File: src/verilog/rxat_pkg.sv
// Package: register map, field layout and reset values of the rx translation table
package rxat_pkg;

    // ------------------------------------------------------------
    // Register indices and byte addresses
    // ------------------------------------------------------------
    localparam logic [11:0] RXAT_IDX_SELECT  = 12'h418;
    localparam logic [11:0] RXAT_IDX_VALUE   = 12'h419;
    localparam int          RXAT_ADDR_W      = 14;
    localparam logic [13:0] RXAT_ADR_SELECT  = {RXAT_IDX_SELECT, 2'b00};
    localparam logic [13:0] RXAT_ADR_VALUE   = {RXAT_IDX_VALUE, 2'b00};

    // ------------------------------------------------------------
    // Field positions
    // ------------------------------------------------------------
    localparam int RXAT_DIR_BIT      = 7;    // Direction bit of the select register
    localparam int RXAT_ACTIVE_BIT   = 7;    // Active bit of a direction-1 entry
    localparam int RXAT_UTOPIA_W     = 5;    // Utopia address field, bits 4..0
    localparam int RXAT_CHAN_W       = 6;    // Internal channel field, bits 5..0

    // ------------------------------------------------------------
    // Channel codes
    // ------------------------------------------------------------
    localparam logic [5:0] RXAT_GROUP_BASE = 6'h20;  // Code of group 1
    localparam logic [5:0] RXAT_NOT_MINE   = 6'h30;  // Utopia address not owned
    localparam int         RXAT_FWD_DEPTH  = 32;
    localparam int         RXAT_REV_DEPTH  = 48;

    // ------------------------------------------------------------
    // Reset values
    // ------------------------------------------------------------
    localparam logic [7:0] RXAT_SELECT_RST = 8'h00;
    localparam logic [5:0] RXAT_FWD_RST    = RXAT_NOT_MINE;
    localparam logic [5:0] RXAT_REV_RST    = 6'h00;   // Inactive, address 0

    // Direction of a table entry
    typedef enum logic {
        RXAT_DIR_FWD = 1'b0,
        RXAT_DIR_REV = 1'b1
    } rxat_dir_t;

    // Bus data phase states, Gray along the read path
    typedef enum logic [1:0] {
        RXAT_BUS_IDLE  = 2'b00,
        RXAT_BUS_WRITE = 2'b10,
        RXAT_BUS_RWAIT = 2'b01,
        RXAT_BUS_RDONE = 2'b11
    } rxat_bus_t;

endpackage

File: src/verilog/rxat_reg_if.sv
// Interface: register strobes and read data between bus slave and table core
`timescale 1ns/1ps
interface rxat_reg_if;
    logic       wr_select;   // One-cycle write of the select register
    logic       wr_value;    // One-cycle write of the value register
    logic [7:0] wdata;       // Write byte
    logic [7:0] rd_select;   // Select register contents
    logic [7:0] rd_value;    // Selected entry contents

    modport bus  (output wr_select, output wr_value, output wdata,
                  input rd_select, input rd_value);
    modport core (input wr_select, input wr_value, input wdata,
                  output rd_select, output rd_value);
endinterface

File: src/verilog/rxat_table.sv
// Receive address translation table: indirect register pair and lookup ports
`timescale 1ns/1ps
module rxat_table
    import rxat_pkg::*;
#(
    parameter int NUM_PORTS  = 32,
    parameter int NUM_GROUPS = 16
) (
    input  wire logic        clk_sys,
    input  wire logic        nrst,
    // AHB-Lite register bus
    input  wire logic        hsel,
    input  wire logic [31:0] haddr,
    input  wire logic [1:0]  htrans,
    input  wire logic        hwrite,
    input  wire logic [2:0]  hsize,
    input  wire logic [31:0] hwdata,
    input  wire logic        hready,
    output logic             hreadyout,
    output logic             hresp,
    output logic      [31:0] hrdata,
    // Cell side: Utopia address to internal channel
    input  wire logic [4:0]  fwd_utopia,
    output logic      [5:0]  fwd_chan,
    output logic             fwd_owned,
    output logic             fwd_is_group,
    output logic      [4:0]  fwd_port,
    output logic      [4:0]  fwd_group,
    // Cell side: internal channel to Utopia address
    input  wire logic [5:0]  rev_chan,
    output logic      [4:0]  rev_utopia,
    output logic             rev_active
);
    // Whole package for types, codes and reset values
    import rxat_pkg::*;

    // ------------------------------------------------------------
    // Channel code helpers
    // ------------------------------------------------------------

    // Bypass codes sit below 0x20 and group codes follow from there
    // True when the code names a port or group this instance supports
    function automatic logic chan_ok(input logic [5:0] code);
        if (code < RXAT_GROUP_BASE) begin
            return int'(code) < NUM_PORTS;
        end else if (code < RXAT_NOT_MINE) begin
            return int'(code - RXAT_GROUP_BASE) < NUM_GROUPS;
        end else begin
            return 1'b0;
        end
    endfunction

    // True when the code names an inverse multiplexing group
    function automatic logic chan_is_group(input logic [5:0] code);
        return (code >= RXAT_GROUP_BASE) && (code < RXAT_NOT_MINE);
    endfunction

    // Port number of a bypass code, or group number counted from one
    function automatic logic [4:0] chan_index(input logic [5:0] code);
        if (chan_is_group(code)) begin
            return 5'((code - RXAT_GROUP_BASE) + 6'h01);
        end else begin
            return code[4:0];
        end
    endfunction

    // ------------------------------------------------------------
    // Bus slave
    // ------------------------------------------------------------
    // Strobes and read data shared with the bus front end
    rxat_reg_if regs ();

    // Front end turns bus transfers into one-cycle register strobes
    rxat_ahb u_ahb (
        .clk_sys   (clk_sys),
        .nrst      (nrst),
        .hsel      (hsel),
        .haddr     (haddr),
        .htrans    (htrans),
        .hwrite    (hwrite),
        .hsize     (hsize),
        .hwdata    (hwdata),
        .hready    (hready),
        .hreadyout (hreadyout),
        .hresp     (hresp),
        .hrdata    (hrdata),
        .regs      (regs)
    );

    // ------------------------------------------------------------
    // Select register
    // ------------------------------------------------------------
    // Select register and the fields decoded from it
    logic [7:0] select_q;
    logic [7:0] select_d;
    rxat_dir_t  dir;
    logic [4:0] sel_utopia;
    logic [5:0] sel_chan;

    // Whole byte is stored so software reads back what it wrote,
    // the ignored bits included
    always_comb begin
        select_d = select_q;
        if (regs.wr_select) begin
            select_d = regs.wdata;
        end
    end

    // Select flops; reset points at forward entry 0
    always_ff @(posedge clk_sys or negedge nrst) begin
        if (!nrst) begin
            select_q <= RXAT_SELECT_RST;
        end else begin
            select_q <= select_d;
        end
    end

    // Decoded entry selection; the don't-care bits never reach the tables
    // Both fields are decoded at once; the direction bit picks one
    assign dir        = rxat_dir_t'(select_q[RXAT_DIR_BIT]);
    assign sel_utopia = select_q[RXAT_UTOPIA_W-1:0];
    assign sel_chan   = select_q[RXAT_CHAN_W-1:0];

    // ------------------------------------------------------------
    // Table write decode
    // ------------------------------------------------------------
    // Write enables and packed write data of both tables
    logic       fwd_we;
    logic       rev_we;
    logic [5:0] fwd_wdata;
    logic [5:0] rev_wdata;

    // A value write lands only in the entry named by select and direction
    // Forward entries keep any code; reverse writes to channels this
    // size lacks are dropped
    assign fwd_we    = regs.wr_value && (dir == RXAT_DIR_FWD);
    assign rev_we    = regs.wr_value && (dir == RXAT_DIR_REV)
                       && chan_ok(sel_chan);
    assign fwd_wdata = regs.wdata[RXAT_CHAN_W-1:0];
    // Reverse entry packs active flag over the Utopia address
    // Bits 6 and 5 of the write byte are dropped here
    assign rev_wdata = {regs.wdata[RXAT_ACTIVE_BIT],
                        regs.wdata[RXAT_UTOPIA_W-1:0]};

    // ------------------------------------------------------------
    // Table storage
    // ------------------------------------------------------------
    // Bus side and cell side read registers of both tables
    logic [5:0] fwd_bus_rd;
    logic [5:0] fwd_look_rd;
    logic [5:0] rev_bus_rd;
    logic [5:0] rev_look_rd;

    // Utopia address to channel; empty entries read as not ours
    // Bus port follows the select register, cell port the lookup input
    rxat_mem #(
        .DW    (RXAT_CHAN_W),
        .DEPTH (RXAT_FWD_DEPTH),
        .AW    (RXAT_UTOPIA_W),
        .RST   (RXAT_FWD_RST)
    ) u_fwd (
        .clk_sys (clk_sys),
        .nrst    (nrst),
        .we      (fwd_we),
        .waddr   (sel_utopia),
        .wdata   (fwd_wdata),
        .raddr_a (sel_utopia),
        .rdata_a (fwd_bus_rd),
        .raddr_b (fwd_utopia),
        .rdata_b (fwd_look_rd)
    );

    // Channel to Utopia address; empty entries read as inactive
    // Codes 0x30 and up fall outside the memory and read as reset
    rxat_mem #(
        .DW    (RXAT_CHAN_W),
        .DEPTH (RXAT_REV_DEPTH),
        .AW    (RXAT_CHAN_W),
        .RST   (RXAT_REV_RST)
    ) u_rev (
        .clk_sys (clk_sys),
        .nrst    (nrst),
        .we      (rev_we),
        .waddr   (sel_chan),
        .wdata   (rev_wdata),
        .raddr_a (sel_chan),
        .rdata_a (rev_bus_rd),
        .raddr_b (rev_chan),
        .rdata_b (rev_look_rd)
    );

    // ------------------------------------------------------------
    // Register read back
    // ------------------------------------------------------------

    // Entry contents come straight from the memory read registers; the
    // bus wait state covers the one-cycle read latency
    assign regs.rd_select = select_q;

    // Unsupported reverse channels read zero, like their ignored writes
    always_comb begin
        if (dir == RXAT_DIR_FWD) begin
            regs.rd_value = {2'b00, fwd_bus_rd};
        end else if (chan_ok(sel_chan)) begin
            regs.rd_value = {rev_bus_rd[5], 2'b00, rev_bus_rd[4:0]};
        end else begin
            regs.rd_value = 8'h00;
        end
    end

    // ------------------------------------------------------------
    // Cell side lookup outputs
    // ------------------------------------------------------------
    // Forward lookup state
    logic [5:0] fwd_chan_q;
    logic [5:0] fwd_chan_d;
    logic       fwd_owned_q;
    logic       fwd_owned_d;
    logic       fwd_group_q;
    logic       fwd_group_d;
    logic [4:0] fwd_idx_q;
    logic [4:0] fwd_idx_d;

    // Reverse lookup state
    logic [5:0] rev_chan_q;
    logic [5:0] rev_chan_d;
    logic [4:0] rev_utopia_q;
    logic [4:0] rev_utopia_d;
    logic       rev_active_q;
    logic       rev_active_d;

    // Decode the looked-up entry; an unsupported code is treated like 0x30
    // so stale programming can never claim cells for a missing channel
    always_comb begin
        fwd_chan_d   = fwd_look_rd;
        fwd_owned_d  = (fwd_look_rd != RXAT_NOT_MINE)
                       && chan_ok(fwd_look_rd);
        fwd_group_d  = fwd_owned_d && chan_is_group(fwd_look_rd);
        fwd_idx_d    = 5'h00;
        if (fwd_owned_d) begin
            fwd_idx_d = chan_index(fwd_look_rd);
        end
    end

    // Forward output stage; two clocks from address to result
    always_ff @(posedge clk_sys or negedge nrst) begin
        if (!nrst) begin
            fwd_chan_q  <= RXAT_FWD_RST;
            fwd_owned_q <= 1'b0;
            fwd_group_q <= 1'b0;
            fwd_idx_q   <= 5'h00;
        end else begin
            fwd_chan_q  <= fwd_chan_d;
            fwd_owned_q <= fwd_owned_d;
            fwd_group_q <= fwd_group_d;
            fwd_idx_q   <= fwd_idx_d;
        end
    end

    // Reverse decode; the channel is delayed one clock so that the
    // support check meets the memory read of that same channel
    always_comb begin
        rev_chan_d   = rev_chan;
        rev_utopia_d = rev_look_rd[4:0];
        rev_active_d = rev_look_rd[5] && chan_ok(rev_chan_q);
    end

    // Reverse output stage; same latency as the forward path
    always_ff @(posedge clk_sys or negedge nrst) begin
        if (!nrst) begin
            rev_chan_q   <= 6'h00;
            rev_utopia_q <= 5'h00;
            rev_active_q <= 1'b0;
        end else begin
            rev_chan_q   <= rev_chan_d;
            rev_utopia_q <= rev_utopia_d;
            rev_active_q <= rev_active_d;
        end
    end

    // Port and group numbers read zero unless the entry is of that kind
    assign fwd_chan     = fwd_chan_q;
    assign fwd_owned    = fwd_owned_q;
    assign fwd_is_group = fwd_group_q;
    assign fwd_port     = fwd_group_q ? 5'h00 : fwd_idx_q;
    assign fwd_group    = fwd_group_q ? fwd_idx_q : 5'h00;
    assign rev_utopia   = rev_utopia_q;
    assign rev_active   = rev_active_q;

endmodule

File: src/verilog/rxat_mem.sv
// Small table memory: one write port, two registered read ports
`timescale 1ns/1ps
module rxat_mem #(
    parameter int         DW    = 6,
    parameter int         DEPTH = 32,
    parameter int         AW    = 6,
    parameter logic [5:0] RST   = 6'h00
) (
    input  wire logic          clk_sys,
    input  wire logic          nrst,
    input  wire logic          we,
    input  wire logic [AW-1:0] waddr,
    input  wire logic [DW-1:0] wdata,
    input  wire logic [AW-1:0] raddr_a,
    output logic      [DW-1:0] rdata_a,
    input  wire logic [AW-1:0] raddr_b,
    output logic      [DW-1:0] rdata_b
);
    logic [DW-1:0] mem_q [DEPTH];

    // Storage and both read registers; reset gives every entry a known value
    always_ff @(posedge clk_sys or negedge nrst) begin
        if (!nrst) begin
            for (int i = 0; i < DEPTH; i++) begin
                mem_q[i] <= RST[DW-1:0];
            end
            rdata_a <= RST[DW-1:0];
            rdata_b <= RST[DW-1:0];
        end else begin
            if (we && (int'(waddr) < DEPTH)) begin
                mem_q[waddr] <= wdata;
            end
            rdata_a <= (int'(raddr_a) < DEPTH) ? mem_q[raddr_a] : RST[DW-1:0];
            rdata_b <= (int'(raddr_b) < DEPTH) ? mem_q[raddr_b] : RST[DW-1:0];
        end
    end
endmodule

File: src/verilog/rxat_ahb.sv
// AHB-Lite slave front end for the translation table register pair
`timescale 1ns/1ps
module rxat_ahb
    import rxat_pkg::*;
(
    input  wire logic        clk_sys,
    input  wire logic        nrst,
    input  wire logic        hsel,
    input  wire logic [31:0] haddr,
    input  wire logic [1:0]  htrans,
    input  wire logic        hwrite,
    input  wire logic [2:0]  hsize,
    input  wire logic [31:0] hwdata,
    input  wire logic        hready,
    output logic             hreadyout,
    output logic             hresp,
    output logic      [31:0] hrdata,
    rxat_reg_if.bus          regs
);
    rxat_bus_t               st_q, st_d;
    logic [RXAT_ADDR_W-1:0]  adr_q, adr_d;
    logic                    take;

    // Only NONSEQ or SEQ with the previous transfer done starts a transfer
    assign take = hsel && htrans[1] && hready;

    // Data phase sequencing; reads take one wait state so that a write
    // just before them is already visible in the table read register
    always_comb begin
        st_d  = st_q;
        adr_d = adr_q;
        case (st_q)
            RXAT_BUS_RWAIT: begin
                st_d = RXAT_BUS_RDONE;
            end
            default: begin
                if (take) begin
                    adr_d = haddr[RXAT_ADDR_W-1:0];
                    st_d  = hwrite ? RXAT_BUS_WRITE : RXAT_BUS_RWAIT;
                end else begin
                    st_d = RXAT_BUS_IDLE;
                end
            end
        endcase
    end

    always_ff @(posedge clk_sys or negedge nrst) begin
        if (!nrst) begin
            st_q  <= RXAT_BUS_IDLE;
            adr_q <= '0;
        end else begin
            st_q  <= st_d;
            adr_q <= adr_d;
        end
    end

    // Write strobes in the data phase; unmapped addresses are ignored
    assign regs.wdata     = hwdata[7:0];
    assign regs.wr_select = (st_q == RXAT_BUS_WRITE) && (adr_q == RXAT_ADR_SELECT);
    assign regs.wr_value  = (st_q == RXAT_BUS_WRITE) && (adr_q == RXAT_ADR_VALUE);

    // Answer: always OKAY, read data from flops, upper bits zero
    assign hresp     = 1'b0;
    assign hreadyout = (st_q != RXAT_BUS_RWAIT);
    always_comb begin
        hrdata = 32'h0000_0000;
        if (st_q == RXAT_BUS_RDONE) begin
            if (adr_q == RXAT_ADR_SELECT) begin
                hrdata = {24'h00_0000, regs.rd_select};
            end else if (adr_q == RXAT_ADR_VALUE) begin
                hrdata = {24'h00_0000, regs.rd_value};
            end
        end
    end

    logic unused_ok;
    assign unused_ok = ^{haddr[31:RXAT_ADDR_W], hsize, hwdata[31:8]};
endmodule

File: config.mk
export PLATFORM = sky130hd
export DESIGN_NAME = rxat_table
export DESIGN_NICKNAME = d
export VERILOG_FILES = /design/src/verilog/rxat_pkg.sv /design/src/verilog/rxat_reg_if.sv /design/src/verilog/rxat_table.sv /design/src/verilog/rxat_mem.sv /design/src/verilog/rxat_ahb.sv
export SDC_FILE = /design/constraint.sdc
export NUM_CORES = 1
export LEC_CHECK = 0
export BUFFER_PORTS_ARGS = -buffer_cell sky130_fd_sc_hd__buf_4
export CAP_MARGIN = 20
export CORE_MARGIN = 2
export CORE_UTILIZATION = 50
export DETAILED_ROUTE_END_ITERATION = 8
export PLACE_DENSITY = 0.75
export SLEW_MARGIN = 20
export SYNTH_ARGS = -nofsm -noshare
export SYNTH_HDL_FRONTEND = slang
export SYNTH_SLANG_ARGS = --single-unit
File: constraint.sdc
create_clock -name clk_sys -period 4 [get_ports clk_sys]
set_clock_uncertainty 0.15 [all_clocks]
set_input_delay 0.4 -clock clk_sys [delete_from_list [all_inputs] [get_ports clk_sys]]
set_output_delay 0.4 -clock clk_sys [all_outputs]
set_load 0.02 [all_outputs]
* Word-level counts from Yosys, hierarchy flattened
Index checks and enable logic that the tools add are counted.
** Word-level totals
- Flip-flop bits (word level) :: 553
- Latch bits :: 0
- Memory bits (writable) :: 0
- Memory bits (read-only) :: 0
- Bits of input ports :: 85
- Logic and storage cells :: 187
- Memories :: 0
** Cells by class
- $add $sub $neg :: 5
- Multipliers :: 0
- Div/mod/pow operators :: 0
- $lt $le $gt $ge :: 21
- Eq/ne operators :: 7
- Shift-type cells :: 0
- Muxes and demuxes :: 39
- Bitwise logic cells :: 6
- Reduce and logical (&&, ||, !) cells :: 15
** Operators with widths (number)
- bitwise mux 288 bit :: 1
- bitwise mux 192 bit :: 1
- binary-select mux 6 bit (select 6 bit) :: 2
- 2-to-1 mux 6 bit :: 12
- < comparator 6 bit (second input constant) :: 11
- 2-to-1 mux 32 bit :: 2
- binary-select mux 6 bit (select 5 bit) :: 2
- demux 6 bit (select 6 bit) :: 1
- demux 6 bit (select 5 bit) :: 1
- == test 14 x 13 -> 1 bit (second input constant) :: 2
- 2-to-1 mux 8 bit :: 3
- < comparator 7 x 6 -> 1 bit (second input constant) :: 3
- subtractor 6 x 6 -> 7 bit (second input constant) :: 3
- 2-to-1 mux 5 bit :: 4
- greater-or-equal comparator 6 bit (second input constant) :: 3
- greater-or-equal comparator 7 bit (second input constant) :: 2
- logical AND 1 bit :: 14
- inverter 6 -> 7 bit :: 2
- inverter 5 -> 6 bit :: 2
- < comparator 7 x 1 -> 1 bit (second input constant) :: 1
- 2-to-1 mux 1 bit :: 7
- < comparator 6 x 1 -> 1 bit (second input constant) :: 1
- 2-to-1 mux 2 bit :: 3
- inequality test 6 bit (second input constant) :: 1
- 7 further kinds :: 9

* Logic depth before layout (Yosys ltp)
Gate-level depths: netlist of the first run.
- Depth after elaboration :: 10
- Gate-level depth with buffers :: 8
- Depth with buffers taken out :: 5

* By module
Synthesis of the first run repeated with hierarchy kept, for this count alone.
** Second synthesis, totals
- Cells, all modules :: 1926
- Area total of the unflattened synthesis :: 29159.2 µm²
** Modules (own cells, without submodules)
- rxat_mem (u_rev) :: times used 1, cells each 1118, area an instance 16188.0 µm²
- rxat_mem (u_fwd) :: times used 1, cells each 620, area an instance 10751.6 µm²
- rxat_table :: times used 1, cells each 90, area an instance 1117.3 µm²
- rxat_ahb :: times used 1, cells each 98, area an instance 1102.3 µm²

* Least setup slack after synthesis of the first run
Ideal clock, no wire load.
- Path type :: input port to flip-flop
- From :: input fwd_utopia[0]
- To :: register u_fwd.rdata_b[0]
- Setup time :: 125 ps
- Data arrival time :: 2478 ps
- Setup slack :: 1247 ps
- Stages on the path :: 5
- Path buffers :: 2
- Cell sequence :: buf_2 > buf_1 > mux4_2 > mux4_2 > mux2_2
** On the way
- Longest elaborated chain between the ends :: 4
** Ends and longest elaborated chain
- start, declared :: RTL line rxat_table.sv:23 : input wire logic [4:0] fwd_utopia,
- inverter 5 -> 6 bit (implied by the code) :: RTL line rxat_mem.sv:34 : rdata_b <= (int'(raddr_b) < DEPTH) ? mem_q[raddr_b] : RST[DW-1:0];
- binary-select mux 6 bit (select 5 bit) :: RTL line rxat_mem.sv:34
- 2-to-1 mux 6 bit (implied by the code) (2 in a row) :: RTL line rxat_mem.sv:34
- end signal, assigned :: RTL line rxat_mem.sv:28 : rdata_b <= RST[DW-1:0];
- end signal, assigned :: RTL line rxat_mem.sv:34
- end, declared :: RTL line rxat_mem.sv:17 : output logic [DW-1:0] rdata_b
Every way passes these cells. The select of a mux whose other input is x is not followed.
A chain may end at the register's enable or synchronous reset.

* Worst setup path in the final report of the first run
- From :: register u_ahb.adr_q[9]
- To :: output hrdata[1]
** On the way
- Longest elaborated chain between the ends :: 4
** Ends and longest elaborated chain
- start, declared :: RTL line rxat_ahb.sv:21 : logic [RXAT_ADDR_W-1:0] adr_q, adr_d;
- start signal, assigned :: RTL line rxat_ahb.sv:53 : adr_q <= adr_d;
- == test 14 x 13 -> 1 bit :: RTL line rxat_ahb.sv:70 : end else if (adr_q == RXAT_ADR_VALUE) begin
- 2-to-1 mux 8 bit :: RTL line rxat_ahb.sv:70
- 2-to-1 mux 32 bit * :: RTL line rxat_ahb.sv:68 : if (adr_q == RXAT_ADR_SELECT) begin
- 2-to-1 mux 32 bit * :: RTL line rxat_ahb.sv:67 : if (st_q == RXAT_BUS_RDONE) begin
- end, declared :: RTL line rxat_table.sv:21 : output logic [31:0] hrdata,
Every way passes the cells marked *; elsewhere a longest branch is shown, timed or not.

==> results by group, run 1 <==
STA
  – Fmax achieved: 307 MHz
  – Max-slew violation count: 0
  – Measured slew at the worst slew-check pin: around 1100 ps
  – Final worst-path cycle share: 81.4%
  – Tmin final: about 3300 ps
  – Post-Route Setup TNS: 0 ps
  – Max_slew headroom: 29.0%
  – RSZ-0062 raised after global routing: false
  – Final hold viol count: 0
  – Setup violations, final: 0

Setup path
  – Setup crit start kind: register
  – WP data arrival: 2710 ps
  – CP Max Fanout: 8
  – RR Endpoint: u_rev.mem_q[219]$_DFFE_PN0P_
  – Endpoint class of the critical path: output port
  – Cell Chain, Critical Path: or4b_1 -> nor3_1 -> nand4_1 -> a311oi_1 -> buf_4
  – Worst endpoint required time: 3450 ps
  – FF-to-FF Start: u_ahb.adr_q[9]$_DFFE_PN0P_
  – Crit Path Category: reg -> out
  – CP max-delay cell: or4b_1
  – FF-to-FF path depth: 5
  – Setup crit start: u_ahb.adr_q[9]$_DFFE_PN0P_
  – Crit-path max cell delay: 590 ps
  – R2R setup slack: 750 ps

Worst hold path
  – Hold Path Sink: u_fwd.rdata_b[3]$_DFF_PN0_
  – Hold depth: 3
  – Hold Path Class: in -> reg
  – Worst hold path startpoint: fwd_utopia[3]

Floorplan
  – Full die area: 0.0590 sq mm
  – Core area: approximately 0.056 sq mm
  – Boundary Pins: 143
  – DIE HEIGHT: 243 um
  – Die Wd: 243 um
  – Site row count: 87
  – Effective utilization at floorplan: between 50 and 60%

Placed design
  – RD Place Congestion: 0.935
  – I/O Buffers: 71
  – DP HPWL: 47300 um
  – Post-DP Area: roughly 0.03 sq mm

Logic synthesis
  – Cell taking the most area after synthesis: dfrtp_1
  – Most used DFF post-synth: dfrtp_1
  – Synth top area share: about two fifths
  – Cell count after synthesis: around 1900
  – Distinct cell type count after synthesis: between 50 and 60
  – Most frequent cell after synthesis: mux2_2
  – Synth area leaders: dfrtp_1 (42%), mux2_2 (21%), mux4_2 (19%)
  – Ys async rst share: 100%
  – Number of synthesized flops with an enable pin: 0
  – Synthesis-stage register bit count: 549
  – Synth Cell Area: 0.0285 sq mm
  – Syn avg cell area: about 15 sq um
  – Synth warn: 0
  – Commonest cells in the netlist: mux2_2 (533), dfrtp_1 (479), mux4_2 (244), clkbuf_1 (111), nand2_1 (85)
  – Sequential share of the synthesized area: around half

Global route
  – Pin count of the biggest net entering global routing: 110
  – GR Overflow Total: 0
  – GRT Total Usage: 25.3%
  – Vias in the first global route: 18000
  – First-pass GRT wire length: around 110000 um
  – Initial antenna violation count: 1

Finish
  – Fill cells: around 4300
  – Area taken by multi-input logic gates: 0.0140 sq mm
  – Proportion of layout cells with a drive suffix above 1: 54.3%
  – FF+latch area: 0.0138 sq mm
  – Nets: between 2000 and 2500
  – # diodes: 0
  – Fin area: between 0.03 and 0.04 sq mm
  – Area Growth Syn to Fin: 12.3%

Clock network
  – Clock Path Buffers: 3
  – Clk sinks: 549
  – Num CTS Buffers: 56
  – Root Buffer: clkbuf_16
  – Post-CTS setup buffers: 0
  – H-tree Lvls: 2
  – Clock-pin slew on the worst setup and hold paths: 60 ps
  – CTS tree: built
  – Worst-Skew Late Latency: 630 ps

Route
  – Pre-antenna DRT Iters: 5
  – Initial drt markers: 1644
  – Via count: 17700
  – WL per Instance: 26.9 um
  – Final wirelength: 73700 um
  – Post-route ant nets: 0
  – Vias per inst: 6.43
  – Drt drc: 0

Power
  – Power Dens Cells: between 400 and 500 mW/mm^2
  – Leakage power: 13.1 nW
  – Max VDD drop: 0.380 mV

Job
  – Max_cap viols: 0

Run status
  – Status: finished, final reports clean
## worst max-delay path: cells and delay by family, from the launching register on
family,cells,cell delay [ps]
AO/OA/AOI/OAI,1,430
buffers and inverters,1,210
flip-flops,1,360
AND/OR/NAND/NOR,3,1090
## placed cells by master, fill, tap and decap left out, types with 12 or more instances in the layout
master	netlist	final
clkbuf_16	0	57
nand2_1	85	85
nand2b_1	12	12
conb_1	1	25
nor2b_1	26	25
a21oi_1	12	12
dfrtp_1	479	476
a22oi_1	30	30
mux4_2	244	244
dfstp_2	70	70
buf_4	25	114
clkinv_2	0	13
mux2_2	533	533
mux2i_1	49	49
nor2_1	39	39
dlygate4sd3_1	0	23
## state kept, by name, summed over array words and instances, names as in the netlist
| signal | count |
|---|---|
| u_rev.mem_q | 288 |
| u_fwd.mem_q | 192 |
| u_ahb.adr_q | 14 |
| regs.rd_select | 8 |
| fwd_chan | 6 |
| u_fwd.rdata_a | 6 |
| u_fwd.rdata_b | 6 |
| u_rev.rdata_a | 6 |
| u_rev.rdata_b | 6 |
| fwd_idx_q | 5 |
| rev_utopia | 5 |
| rev_chan_q | 2 |
| u_ahb.st_q | 2 |
| fwd_is_group | 1 |
| fwd_owned | 1 |
| rev_active | 1 |
## worst max path at each step
stage	endpoint	slack, ps	cells past startpoint
after floorplan	u_fwd.rdata_b[0]$_DFF_PN0_	1250	5
after global placement	u_rev.mem_q[161]$_DFFE_PN0P_	790	5
after global routing	hrdata[1]	570	5
after CTS	hrdata[0]	740	5
final	hrdata[1]	740	5
after detailed placement	u_rev.mem_q[154]$_DFFE_PN0P_	760	5
## cell families after synthesis
family                   Yosys count  synth area share [%]
AND/OR/NAND/NOR                  223                  4.04
multiplexers                     826                  42.0
AO/OA/AOI/OAI                    107                  2.79
buffers and inverters            178                  2.69
adder cells (fa/ha/maj)            1                0.0438
other                              1                0.0131
flip-flops                       549                  48.4
## power breakdown
part           total, mW  leakage (nW)  switching [mW]  internal (mW)
registers           6.17          6.56           0.255           5.91
clock network       5.37         0.925            2.23           3.14
logic               1.67          5.61           0.858          0.811
## routing by layer
| layer | part of all wire, % | vias to the layer above | global-route usage, % |
|---|---|---|---|
| met5 | 0.020 | - | 0 |
| met4 | 3.1 | 2 | 7.92 |
| li1 | - | 7357 | - |
| met1 | 41 | 9447 | 35.9 |
| met2 | 47 | 694 | 39.1 |
| met3 | 8.1 | 151 | 5.74 |
## timing repair
action                                 CTS  global route
resized for setup                        0             0
endpoints found under the hold margin  103             0
hold buffers                            23             0
setup endpoints to repair                0             0
## stage by stage
step	total power, mW	utilization, %	setup WS [ps]	hold slack [ps]	instances
2_1_floorplan	7.27	-	1250	-45.6	1909
3_3_place_gp	7.83	53.1	785	183	2618
3_5_place_dp	7.90	53.1	759	187	2618
4_1_cts	13.3	56.8	739	172	2745
5_1_grt	13.7	56.9	573	194	2745
6_report	13.2	56.9	745	193	2745
## layout make-up
cell class / instances / area share (%)
Clock inverter: 25 / 0.843
Tap cell: 756 / 2.95
Multi-Input combinational cell: 1182 / 43.8
Timing Repair Buffer: 149 / 4.12
Sequential cell: 549 / 43.2
Clock buffer: 79 / 5.05
Inverter: 5 / 0.0585
Power figures use the tool's default switching activity.
==> run 2, diff against run 1 <==
--- a/config.mk
+++ b/config.mk
@@ -10,7 +10,7 @@
 export CORE_MARGIN = 2
 export CORE_UTILIZATION = 50
 export DETAILED_ROUTE_END_ITERATION = 8
-export PLACE_DENSITY = 0.75
+export PLACE_DENSITY = 0.78
 export SLEW_MARGIN = 20
 export SYNTH_ARGS = -nofsm -noshare
 export SYNTH_HDL_FRONTEND = slang
==> constraint.sdc (replaced) <==
create_clock -name clk_sys -period 2.9 [get_ports clk_sys]
set_clock_uncertainty 0.15 [all_clocks]
set_input_delay 0.29 -clock clk_sys [delete_from_list [all_inputs] [get_ports clk_sys]]
set_output_delay 0.29 -clock clk_sys [all_outputs]
set_load 0.02 [all_outputs]
==> run 2 against run 1 <==
The flow now finishes with violations (setup timing). Clock power increased by 32%. Combinational power grew 45%. Sequential share of layout area fell by 0.72 points. First-iteration DRC count grew 22%. Wire length rose by 1.7%. Sequential cell count unchanged. Critical path depth grew 1. Sequential power grew 38%. Worst hold slack worse by 130 ps. Non-clock buffer count is 65 higher. Critical endpoint is now hrdata[3]. Largest cell class unchanged. Highest routed layer is now met4.
==> results by group, run 2 (same netlist as run 1, synthesis figures left out) <==
Finish
  – Post-Layout Cell Count: 2807 (was 2745)
  – Largest regs: u_rev.mem_q: 288 flops, u_fwd.mem_q: 192 flops, u_ahb.adr_q: 14 flops (unchanged)
  – Most frequent cells in the layout: mux2_2 (533), dfrtp_1 (476), mux4_2 (244), buf_4 (170), nand2_1 (84) (was mux2_2 (533), dfrtp_1 (476), mux4_2 (244), buf_4 (114), nand2_1 (85))
  – Nets: 2093 (was 2029)
  – # diodes: 0 (unchanged)
  – Fill cells: 4200 (was 4299)
  – Reg with most FFs: u_rev.mem_q (unchanged)
  – Proportion of layout cells with a drive suffix above 1: 55.8% (was 54.3%)
  – Max FFs per register: 288 (unchanged)
  – Area Growth Syn to Fin: 14.2% (was 12.3%)
  – Commonest non-fill, non-tap cell in the layout: mux2_2 (unchanged)

Power
  – Max VDD drop: 0.458 mV (was 0.380 mV)
  – Clock power share: 39.4% (was 40.7%)
  – Total power: 18.0 mW (was 13.2 mW)
  – Sequential share of power: 47.2% (was 46.7%)
  – Comb pwr share: 13.4% (was 12.6%)
  – Sw Ratio: 25.7% (was 25.3%)
  – Cell Int Power: 13.4 mW (was 9.86 mW)
  – Leakage power: 13.4 nW (was 13.1 nW)
  – Psw: 4.63 mW (was 3.35 mW)
  – Power Dens Cells: 553 mW/mm^2 (was 412 mW/mm^2)

Floorplan
  – Core area: 0.0564 sq mm (unchanged)
  – DIE HEIGHT: 243 um (unchanged)
  – Die Wd: 243 um (unchanged)
  – Effective utilization at floorplan: 50.6% (unchanged)
  – Boundary Pins: 143 (unchanged)
  – Site row count: 87 (unchanged)
  – Full die area: 0.0590 sq mm (unchanged)

Worst hold path
  – Hold Path Class: in -> reg (unchanged)

Placed design
  – RD Place Congestion: 0.971 (was 0.935)
  – Dpl cells: 2682 (was 2618)
  – I/O Buffers: 71 (unchanged)
  – DP HPWL: 50200 um (was 47300 um)

Setup path
  – Worst endpoint required time: 2460 ps (was 3450 ps)
  – CP Max Fanout: 8 (unchanged)
  – Endpoint class of the critical path: output port (unchanged)
  – WP data arrival: 2470 ps (was 2710 ps)
  – Setup crit start kind: register (unchanged)
  – Crit Path Category: reg -> out (unchanged)

Clock network
  – Num CTS Buffers: 55 (was 56)
  – Worst-Skew Late Latency: 630 ps (about the same)
  – Clk sinks: 549 (unchanged)
  – Clock Path Buffers: 3 (unchanged)
  – H-tree Lvls: 2 (unchanged)
  – Root Buffer: clkbuf_16 (unchanged)
  – Clock-pin slew on the worst setup and hold paths: 60 ps (about the same)
  – CTS tree: built (unchanged)

STA
  – Final worst-path cycle share: 100%
  – Setup violations, final: 2 (was 0)
  – Measured slew at the worst slew-check pin: 954 ps (was 1060 ps)
  – Worst setup margin: -10.3 ps (was 745 ps)
  – Fmax achieved: 344 MHz
  – Max_slew headroom: 36.4% (was 29.0%)
  – Final hold viol count: 0 (unchanged)
  – RSZ-0062 raised after global routing: true (was false)
  – WHS: 66.6 ps (was 193 ps)
  – Tmin final: ~2900 ps
  – Max-slew violation count: 0 (unchanged)

Run status
  – Status: complete, but fails checks (was finished, final reports clean)
  – Failing checks: setup timing

Route
  – WL per Instance: 26.7 um (was 26.9 um)
  – Post-route ant nets: 0 (unchanged)
  – Via count: 18100 (was 17700)
  – Drt drc: 0 (unchanged)
  – Pre-antenna DRT Iters: 6 (was 5)
  – Final wirelength: 75000 um (was 73700 um)
  – Initial drt markers: 2003 (was 1644)
  – Vias per inst: 6.45 (was 6.43)

Global route
  – First-pass GRT wire length: 116000 um (was 113000 um)
  – Vias in the first global route: 18700 (was 18000)
  – Pin count of the biggest net entering global routing: 84 (was 110)
  – GR Overflow Total: 0 (unchanged)
  – GRT Total Usage: 25.6% (was 25.3%)
  – Initial antenna violation count: 0 (was 1)

Job
  – Max_cap viols: 0 (unchanged)
-- run 2: cell types whose count changed in the layout (fill, tap and decap cells not counted), sizes merged --
cell / previous run / this run
clkinvlp: 5 / 1
bufinv: 5 / 3
inv: 5 / 6
buf: 126 / 191
clkinv: 15 / 11
clkbuf: 79 / 85
-- run 2: worst paths after layout --
kind | slack [ps] | end | depth (start not counted) | startpoint
setup / recovery | -10 | hrdata[3] | 6 | u_ahb.adr_q[7]$_DFFE_PN0P_
hold / removal | 70 | u_fwd.mem_q[71]$_DFFE_PN1P_ | 2 | hwdata[5]
setup reg to reg | 90 | u_rev.mem_q[261]$_DFFE_PN0P_ | 6 | u_ahb.adr_q[7]$_DFFE_PN0P_
hold reg to reg | 200 | rev_utopia[4]$_DFF_PN0_ | 0 | u_rev.rdata_b[4]$_DFF_PN0_
max in group asynchronous | 1630 | u_rev.mem_q[41]$_DFFE_PN0P_ | 3 | nrst
min in group asynchronous | 90 | u_fwd.mem_q[117]$_DFFE_PN0P_ | 2 | nrst
-- run 2: timing repair --
item                                   in CTS  in global routing
buffers inserted                            1                  0
endpoints found under the hold margin     176                  0
pin swaps                                   1                  3
gates resized for setup                     8                  7
hold buffers                               23                  0
setup endpoints to repair                 102                 21
-- run 2: area by class of cell --
| type | count | area, sq um | area share, % |
|---|---|---|---|
| multi-input combinational | 1182 | 14100 | 43.3 |
| sequential | 549 | 13800 | 42.4 |
| timing repair buffer | 214 | 1900 | 5.84 |
| clock buffer | 85 | 1610 | 4.94 |
| tap | 756 | 946 | 2.90 |
| clock inverter | 16 | 173 | 0.530 |
| inverter | 5 | 18.8 | 0.0576 |
-- run 2: worst max-delay path: stages (launching register included) --
cell      delay [ps]
dfrtp_1          370
or4b_4           570
nor3_2           150
nand4_1          130
buf_6            170
a311oi_4         290
buf_6            160
-- run 2: layer usage --
layer / track usage, % / wire [um] / share of wire (%) / vias to the layer above
met4: 6.66 / 1910 / 2.5 / 0
met5: 0 / 0 / 0 / -
met1: 36.5 / 31100 / 41 / 9692
met3: 4.53 / 5860 / 7.8 / 127
met2: 40.9 / 36100 / 48 / 819
li1: - / - / - / 7474
-- run 2: power groups by stage --
| stage | sequential (mW) | combinational (mW) | clock [mW] |
|---|---|---|---|
| detailed placement | 8.62 | 2.35 | 0 |
| finish | 8.51 | 2.42 | 7.10 |
| CTS | 8.49 | 2.41 | 7.19 |
| global placement | 8.58 | 2.29 | 0 |
| floorplan | 8.52 | 1.51 | 0 |
| global route | 8.56 | 2.57 | 7.50 |
-- run 2: per-stage QoR --
| step | util [%] | cell area (sq um) | worst slack, ps | setup TNS (ps) |
|---|---|---|---|---|
| finish | 57.8 | 32600 | -10.3 | -13.5 |
| global route | 57.8 | 32600 | -112 | -503 |
| CTS | 57.7 | 32600 | 7.84 | 0 |
| detailed placement | 54.1 | 30500 | -70.6 | -1490 |
| global placement | 54.1 | 30500 | -63.9 | -364 |
| floorplan | - | 28600 | 239 | 0 |
